**src/hw/pfil_pkg.sv**
```systemverilog
package pfil_pkg;

	// Register byte offsets in configuration space.
	localparam logic [11:0] PFIL_STATUS_OFS = 12'hd1e;
	localparam logic [11:0] PFIL_MODE_OFS   = 12'hd20;
	localparam logic [11:0] PFIL_DATA0_OFS  = 12'hd24;
	localparam logic [11:0] PFIL_DATA1_OFS  = 12'hd28;
	localparam logic [11:0] PFIL_PROG_OFS   = 12'hd2c;
	localparam logic [11:0] PFIL_CREDIT_OFS = 12'hd48;

	// Status sits in the upper half of its dword.
	localparam int PFIL_STATUS_SHIFT = 16;

	// Status field positions.
	localparam int PFIL_ST_OK    = 10;
	localparam int PFIL_ST_CLK   = 8;
	localparam int PFIL_ST_DONE  = 7;
	localparam int PFIL_ST_USER  = 5;
	localparam int PFIL_ST_EN    = 4;
	localparam int PFIL_ST_ERR   = 3;
	localparam int PFIL_ST_READY = 2;

	// Mode, programming control and credit fields.
	localparam int PFIL_MODE_OFF   = 1;
	localparam int PFIL_MODE_RSVD  = 2;
	localparam int PFIL_PROG_XFER  = 1;
	localparam int PFIL_PROG_CFG   = 0;
	localparam int PFIL_CREDIT_LSB = 8;

	// Reset values.
	localparam logic        PFIL_BIT_RST    = 1'b0;
	localparam logic [7:0]  PFIL_CREDIT_RST = 8'h00;
	localparam logic [31:0] PFIL_DATA_RST   = 32'h00000000;
	// Board identifier beside the status half; arbitrary value.
	localparam logic [15:0] PFIL_BOARD_ID   = 16'h0000;

	// FIFO shape.
	localparam int PFIL_FIFO_W = 32;
	localparam int PFIL_FIFO_D = 4;

	// Status inputs from the configuration manager, as one bundle.
	typedef struct packed {
		logic ok;
		logic clk_sel;
		logic done;
		logic user;
		logic en;
		logic err;
		logic ready;
	} pfil_status_t;

endpackage : pfil_pkg

```
**src/hw/pfil_regs.sv**
```systemverilog
`timescale 1ns/1ps

////////////////////////////////////////////////////////////////////////////////
// Small first-word-fall-through FIFO; full and empty come from the fill count.
module pfil_fifo #(
	parameter int W = 32,
	parameter int D = 4
) (
	input  wire logic         clock_in,
	input  wire logic         rst_in,
	input  wire logic         in_valid_in,
	output logic              in_ready_out,
	input  wire logic [W-1:0] in_data_in,
	output logic              out_valid_out,
	input  wire logic         out_ready_in,
	output logic [W-1:0]      out_data_out
);
	localparam int AW = (D > 1) ? $clog2(D) : 1;

	logic [W-1:0] mem_r [D];
	logic [AW-1:0] wptr_r;
	logic [AW-1:0] rptr_r;
	logic [AW:0]   count_r;
	logic          push;
	logic          pop;

	assign in_ready_out  = (count_r != (AW+1)'(D));
	assign out_valid_out = (count_r != '0);
	assign out_data_out  = mem_r[rptr_r];
	assign push          = in_valid_in && in_ready_out;
	assign pop           = out_valid_out && out_ready_in;

	// Storage is not reset; only the pointers and fill count define what is valid.
	always_ff @(posedge clock_in)
	begin
		if (push)
			mem_r[wptr_r] <= in_data_in;
	end

	// Pointers wrap at the depth, which need not be a power of two.
	always_ff @(posedge clock_in or posedge rst_in)
	begin
		if (rst_in)
		begin
			wptr_r  <= '0;
			rptr_r  <= '0;
			count_r <= '0;
		end
		else
		begin
			if (push)
				wptr_r <= (wptr_r == AW'(D-1)) ? '0 : wptr_r + 1'b1;
			if (pop)
				rptr_r <= (rptr_r == AW'(D-1)) ? '0 : rptr_r + 1'b1;
			count_r <= count_r + (AW+1)'(push) - (AW+1)'(pop);
		end
	end

endmodule : pfil_fifo

////////////////////////////////////////////////////////////////////////////////
module pfil_regs
	import pfil_pkg::*;
(
	input  wire logic               clock_in,
	input  wire logic               rst_in,
	input  wire logic               cfg_wr_in,
	input  wire logic               cfg_rd_in,
	input  wire logic [11:0]        cfg_addr_in,
	input  wire logic [3:0]         cfg_be_in,
	input  wire logic [31:0]        cfg_wdata_in,
	output logic [31:0]             cfg_rdata_out,
	output logic                    cfg_rvalid_out,
	input  wire logic               mem_wr_in,
	input  wire logic               mem_bar_hit_in,
	input  wire logic [31:0]        mem_wdata_in,
	input  wire pfil_status_t       status_in,
	input  wire logic               credit_free_in,
	output logic                    app_iface_off_out,
	output logic                    xfer_begin_out,
	output logic                    xfer_config_out,
	output logic [PFIL_FIFO_W-1:0]  img_data_out,
	output logic                    img_valid_out,
	input  wire logic               img_ready_in,
	output logic                    img_space_out
);

	// Compares the dword part of a byte address against a register offset.
	function automatic logic pfil_hit(input logic [11:0] addr, input logic [11:0] ofs);
		pfil_hit = (addr[11:2] == ofs[11:2]);
	endfunction : pfil_hit

	////////////////////////////////////////////////////////////////////////////
	pfil_status_t  sts_meta_r;
	pfil_status_t  sts_r;
	logic          off_r;
	logic          xfer_r;
	logic          cfgb_r;
	logic [7:0]    credit_r;
	logic [31:0]   data_r;
	logic [31:0]   rdata_r;
	logic          rvalid_r;
	logic [31:0]   rdata_nxt;
	logic          cfg_data_wr;
	logic          mem_data_wr;
	logic          fifo_in_valid;
	logic [31:0]   fifo_in_data;
	logic          fifo_in_ready;
	logic          fifo_out_valid;
	logic          fifo_out_ready;
	logic [31:0]   fifo_out_data;
	logic [31:0]   img_data_r;
	logic          img_valid_r;
	logic          space_r;
	logic [15:0]   sts_word;

	// The manager's status lives in its own clock domain, so each bit is
	// brought over by two flip-flops; only the second stage is ever read.
	always_ff @(posedge clock_in or posedge rst_in)
	begin
		if (rst_in)
		begin
			sts_meta_r <= '0;
			sts_r      <= '0;
		end
		else
		begin
			sts_meta_r <= status_in;
			sts_r      <= sts_meta_r;
		end
	end

	// Status half-word; the two low reserved bits are held at zero.
	always_comb
	begin
		sts_word                = '0;
		sts_word[PFIL_ST_OK]    = sts_r.ok;
		sts_word[PFIL_ST_DONE]  = sts_r.done;
		sts_word[PFIL_ST_USER]  = sts_r.user;
		sts_word[PFIL_ST_EN]    = sts_r.en;
		sts_word[PFIL_ST_ERR]   = sts_r.err;
		sts_word[PFIL_ST_READY] = sts_r.ready;
		sts_word[PFIL_ST_CLK]   = sts_r.clk_sel;
	end

	////////////////////////////////////////////////////////////////////////////
	// Mode control: the detach bit is frozen unless the loader is enabled,
	// which keeps a stray write from cutting off a running application.
	always_ff @(posedge clock_in or posedge rst_in)
	begin
		if (rst_in)
			off_r <= PFIL_BIT_RST;
		else if (cfg_wr_in && pfil_hit(cfg_addr_in, PFIL_MODE_OFS) && cfg_be_in[0] && sts_r.en)
			off_r <= cfg_wdata_in[PFIL_MODE_OFF];
	end

	// Programming control bits, plain read-write flags.
	always_ff @(posedge clock_in or posedge rst_in)
	begin
		if (rst_in)
		begin
			xfer_r <= PFIL_BIT_RST;
			cfgb_r <= PFIL_BIT_RST;
		end
		else if (cfg_wr_in && pfil_hit(cfg_addr_in, PFIL_PROG_OFS) && cfg_be_in[0])
		begin
			xfer_r <= cfg_wdata_in[PFIL_PROG_XFER];
			cfgb_r <= cfg_wdata_in[PFIL_PROG_CFG];
		end
	end

	// Credit total counts each freed buffer; it wraps at 256 by design.
	always_ff @(posedge clock_in or posedge rst_in)
	begin
		if (rst_in)
			credit_r <= PFIL_CREDIT_RST;
		else if (credit_free_in)
			credit_r <= credit_r + 8'h01;
	end

	////////////////////////////////////////////////////////////////////////////
	// Image data path. Configuration writes always reach the data port; BAR
	// writes only while the loader is enabled. A configuration write wins a
	// same-cycle clash, since it cannot be retried by the bus.
	assign cfg_data_wr   = cfg_wr_in && (pfil_hit(cfg_addr_in, PFIL_DATA0_OFS)
	                       || pfil_hit(cfg_addr_in, PFIL_DATA1_OFS));
	assign mem_data_wr   = mem_wr_in && mem_bar_hit_in && sts_r.en;
	assign fifo_in_valid = cfg_data_wr || mem_data_wr;
	assign fifo_in_data  = cfg_data_wr ? cfg_wdata_in : mem_wdata_in;

	// Last accepted word reads back from the data register.
	always_ff @(posedge clock_in or posedge rst_in)
	begin
		if (rst_in)
			data_r <= PFIL_DATA_RST;
		else if (fifo_in_valid && fifo_in_ready)
			data_r <= fifo_in_data;
	end

	pfil_fifo #(
		.W (PFIL_FIFO_W),
		.D (PFIL_FIFO_D)
	) u_fifo (
		.clock_in      (clock_in),
		.rst_in        (rst_in),
		.in_valid_in   (fifo_in_valid),
		.in_ready_out  (fifo_in_ready),
		.in_data_in    (fifo_in_data),
		.out_valid_out (fifo_out_valid),
		.out_ready_in  (fifo_out_ready),
		.out_data_out  (fifo_out_data)
	);

	// Output stage keeps the stream driven straight from flops; the manager
	// stalls it with img_ready_in, which backs the FIFO up to the host.
	assign fifo_out_ready = !img_valid_r || img_ready_in;

	always_ff @(posedge clock_in or posedge rst_in)
	begin
		if (rst_in)
		begin
			img_valid_r <= 1'b0;
			img_data_r  <= PFIL_DATA_RST;
			space_r     <= 1'b0;
		end
		else
		begin
			space_r <= fifo_in_ready;
			if (fifo_out_ready)
			begin
				img_valid_r <= fifo_out_valid;
				if (fifo_out_valid)
					img_data_r <= fifo_out_data;
			end
		end
	end

	////////////////////////////////////////////////////////////////////////////
	// Read decode; unmapped dwords and reserved bits return zero.
	always_comb
	begin
		rdata_nxt = '0;
		if (pfil_hit(cfg_addr_in, PFIL_STATUS_OFS))
			rdata_nxt = {sts_word, PFIL_BOARD_ID};
		else if (pfil_hit(cfg_addr_in, PFIL_MODE_OFS))
			rdata_nxt[PFIL_MODE_OFF] = off_r;
		else if (pfil_hit(cfg_addr_in, PFIL_DATA0_OFS) || pfil_hit(cfg_addr_in, PFIL_DATA1_OFS))
			rdata_nxt = data_r;
		else if (pfil_hit(cfg_addr_in, PFIL_PROG_OFS))
		begin
			rdata_nxt[PFIL_PROG_XFER] = xfer_r;
			rdata_nxt[PFIL_PROG_CFG]  = cfgb_r;
		end
		else if (pfil_hit(cfg_addr_in, PFIL_CREDIT_OFS))
			rdata_nxt[PFIL_CREDIT_LSB +: 8] = credit_r;
	end

	always_ff @(posedge clock_in or posedge rst_in)
	begin
		if (rst_in)
		begin
			rdata_r  <= '0;
			rvalid_r <= 1'b0;
		end
		else
		begin
			rvalid_r <= cfg_rd_in;
			if (cfg_rd_in)
				rdata_r <= rdata_nxt;
		end
	end

	assign cfg_rdata_out     = rdata_r;
	assign cfg_rvalid_out    = rvalid_r;
	assign app_iface_off_out = off_r;
	assign xfer_begin_out    = xfer_r;
	assign xfer_config_out   = cfgb_r;
	assign img_data_out      = img_data_r;
	assign img_valid_out     = img_valid_r;
	assign img_space_out     = space_r;
endmodule : pfil_regs

```
**config.mk**
```make
export PLATFORM = sky130hd
export DESIGN_NAME = pfil_regs
export DESIGN_NICKNAME = d
export VERILOG_FILES = /design/src/hw/pfil_pkg.sv /design/src/hw/pfil_regs.sv
export SDC_FILE = /design/constraint.sdc
export NUM_CORES = 1
export LEC_CHECK = 0
export ABC_AREA = 1
export BUFFER_PORTS_ARGS = -buffer_cell sky130_fd_sc_hd__buf_2
export CAP_MARGIN = 15
export CORE_MARGIN = 2
export CORE_UTILIZATION = 61
export CTS_BUF_LIST = sky130_fd_sc_hd__clkbuf_16
export DETAILED_ROUTE_END_ITERATION = 7
export PLACE_DENSITY = 0.85
export SETUP_SLACK_MARGIN = 0.1
export SLEW_MARGIN = 20
export SYNTH_ARGS = -nofsm -noshare
export SYNTH_HDL_FRONTEND = slang
export SYNTH_HIERARCHICAL = 1
export SYNTH_SLANG_ARGS = --single-unit
```
**constraint.sdc**
```tcl
create_clock -name clock_in -period 9.7 [get_ports clock_in]
set_clock_uncertainty 0.2 [all_clocks]
set_input_delay 1.94 -clock clock_in [delete_from_list [all_inputs] [get_ports clock_in]]
set_output_delay 1.94 -clock clock_in [all_outputs]
set_load 0.005 [all_outputs]
```
==> key figures <==
Pwr
  • Leakage power: 6.07 nW
  • Switch Pwr: 0.969 mW
  • Flop pwr share: 47.9%
  • Sw frac: 31.0%
  • Share of total power in the clock network: 28.0%
  • Overall power: 3.12 mW
  • Internal power: 2.15 mW
  • Power per cell area: 248 nW/um^2
  • Comb power frac: 24.0%
  • Maximum VDD drop: 156 uV

Synthesis
  • FFs w/ async S/R, synth: 50.6%
  • Post-synthesis net count: 1148
  • Post-synth top area share: 35.0%
  • Synth Flop Type: dfrtp_1
  • Most frequent cell after synthesis: nand2_1
  • Leading area contributor after synthesis: edfxtp_1
  • Area contributors post-synth: edfxtp_1 (35%), dfrtp_1 (30%), nand2_1 (13%), o211ai_1 (4.4%), inv_1 (3.7%)
  • YS warnings: 6
  • Synthesized instance count: 1044
  • Post-Syn Area per Cell: 10.5 um^2
  • Synthesized flop and latch total: 259
  • Post-synth EDFFs: 128
  • Syn Std Cell Area: 11000 um^2
  • Distinct cells, synth: 30
  • Top post-synthesis cells by count: nand2_1 (384), dfrtp_1 (131), edfxtp_1 (128), inv_1 (107), nand3_1 (76)
  • Seq/Total Area, Yosys: 64.9%

Global routing
  • Initial antenna violation count: 0
  • Overflow after GRT: 0
  • Vias in the first global route: 7721
  • First-pass GRT wire length: 38.8 mm
  • Tot GR Track Use: 25.2%
  • Largest net degree at the start of global routing: 132

Placement
  • Place WS: 4.62 ns
  • Placed Instances: 1390
  • Port buffer count: 159
  • Post-DP HPWL: 14.9 mm
  • Final Wtd Congestion: 0.815
  • Placed Area: 11900 um^2

Clock tree
  • CTS H-tree lvls: 1
  • TritonCTS clock tree: done
  • Post-CTS Hold Buffers: 0
  • Post-CTS Setup Inserts: 0
  • Clock root buffer master: clkbuf_16
  • Gates resized, CTS repair: 0
  • Clock Latency Late Sink: 0.52 ns
  • Clk slew on worst S/H paths: 0.06 ns
  • Total CTS buffers: 24
  • # clock sinks: 259
  • CTS Buffer Depth: 3

Floorplan
  • Initial Util: 61.7%
  • Die area: 19100 um^2
  • Die X-Extent: 138 um
  • Core ar.: 17800 um^2
  • Die height: 138 um
  • I/O pins: 165
  • Cell Rows: 49

STA
  • Worst setup margin: 5.04 ns
  • Tmin final: 4.66 ns
  • Final hold violation count: 0
  • Period utilisation layout: 48.0%
  • Slew HR: 33.9%
  • Worst-Margin Slew: 0.992 ns
  • Max Freq: 215 MHz
  • Slew Viols, Final: 0
  • Sum Neg Setup Slack: 0 ns
  • Final setup vio count: 0
  • Unrepaired setup endpoints after global routing: false
  • Fin Hold WS: 0.147 ns

Finish
  • Diode count: 0
  • Post-layout instance area: 12600 um^2
  • Fillers: 1243
  • Finished Layout Cells: 1435
  • Post-layout util: 70.9%
  • Area Growth Syn to Fin: 14.9%
  • Layout cell share with drive strength beyond 1: 21.3%
  • Nets@finish: 1292
  • Multi-input logic area: 3170 um^2
  • Register Area: 7130 um^2

Run
  • Max Cap Viol: 0

Critical path
  • Critical Path RT: 9.95 ns
  • R2R Path Start: u_fifo/count_r[1]
  • Maximum fanout along the worst path: 34
  • CP Capture Type: flip-flop
  • Crit path launch type: input pin
  • Critical Path Start: cfg_addr_in[10]
  • CP Data Arrival Time: 4.91 ns
  • Worst setup path class: in2reg

Routing
  • Via count: 7870
  • Drt wl/cell: 17.0 um
  • First DRT Iteration DRCs: 800
  • Post-route DRC: 0
  • Post-route ant nets: 0
  • 1st-pass router iterations: 5
  • Final WL: 24.4 mm
  • Vias per inst: 5.48

Worst hold path
  • Hold_sp: sts_meta_r[4]
  • Min-Delay Path Class: reg2reg

Status
  • Status: finished clean
## critical path, stage by stage
cell     delay (ns)
buf_2          0.07
nand2_1        0.04
inv_1          0.27
nand3_1        0.25
inv_1          0.17
nand3_4        0.37
nand2_2        0.26
nand2_1        0.25
ha_1           0.37
inv_1          0.07
ha_1           0.14
inv_1          0.06
fa_1           0.40
inv_1          0.09
nand2_1        0.08
nand2_1        0.07
## worst paths after layout
kind | slack (ns) | end | cells after the start
min in group asynchronous | 1.18 | u_fifo/rptr_r[0] | 2
min | 0.15 | sts_r[4] | 0
max reg2reg | 7.10 | u_fifo/count_r[2] | 11
max in group asynchronous | 6.54 | sts_r[3] | 3
min reg2reg | 0.15 | sts_r[4] | 0
max | 5.04 | u_fifo/count_r[2] | 16
## kinds of logic after synthesis
family,share of synthesized area [%]
xor gates and xnor gates,0.559
AOI/OAI and AO/OA,4.71
muxes,3.28
buffers and inverters,6.33
adders and majority gates,1.09
DFF,64.9
and+or+nand+nor,19.1
## power groups by stage
stage,Combinational (mW),Sequential [mW],Clock (mW)
after detailed placement,0.698,1.53,0
after floorplan,0.556,1.45,0
final,0.751,1.50,0.876
after global placement,0.657,1.53,0
after global routing,0.834,1.52,0.933
after CTS,0.713,1.52,0.885
## routing by layer
metal  vias to the layer above  routed length [um]  track usage (%)
met5                         -                   0                0
met4                         0                 575             8.92
met3                        44                1930             4.40
met2                       325               12000             41.8
met1                      3796                9920             34.1
li1                       3705                   -                -
## state kept, by name (all words and copies together) (netlist names)
register / flops
u_fifo/mem_r: 128
cfg_rdata_out: 32
data_r: 32
img_data_out: 32
credit_r: 8
sts_meta_r: 7
sts_r: 7
u_fifo/count_r: 3
u_fifo/rptr_r: 2
u_fifo/wptr_r: 2
app_iface_off_out: 1
cfg_rvalid_out: 1
img_space_out: 1
img_valid_out: 1
xfer_begin_out: 1
xfer_config_out: 1
## cell usage in the layout (no fill, tap or decap)
cell type,n
nand2_1,384
buf_2,159
dfrtp_1,130
edfxtp_1,128
inv_1,112
nand3_1,76
o211ai_1,64
mux2_2,32
clkbuf_16,26
nor2_1,14
nand4_1,12
ha_1,8
buf_4,8
or2_2,7
nor2_2,6
xor2_1,6
clkinv_2,6
clkinv_1,5
o21ai_0,4
nor3_1,2
inv_2,2
nand3_4,2
nand2_2,2
nor2_4,1
inv_4,1
a21oi_4,1
and3_1,1
nand3b_1,1
xnor2_1,1
clkinvlp_4,1
inv_6,1
fa_1,1
buf_12,1
dfrtp_4,1
## area by class of cell
class / count / share of cell area [%]
Clock inverter: 18 / 0.665
Tap cell: 229 / 2.27
Timing Repair Buffer: 168 / 6.95
Clock buffer: 26 / 5.16
Inverter: 110 / 3.29
Sequential cell: 259 / 56.5
Multi-Input combinational cell: 625 / 25.2
Power figures use the tool's default switching activity.
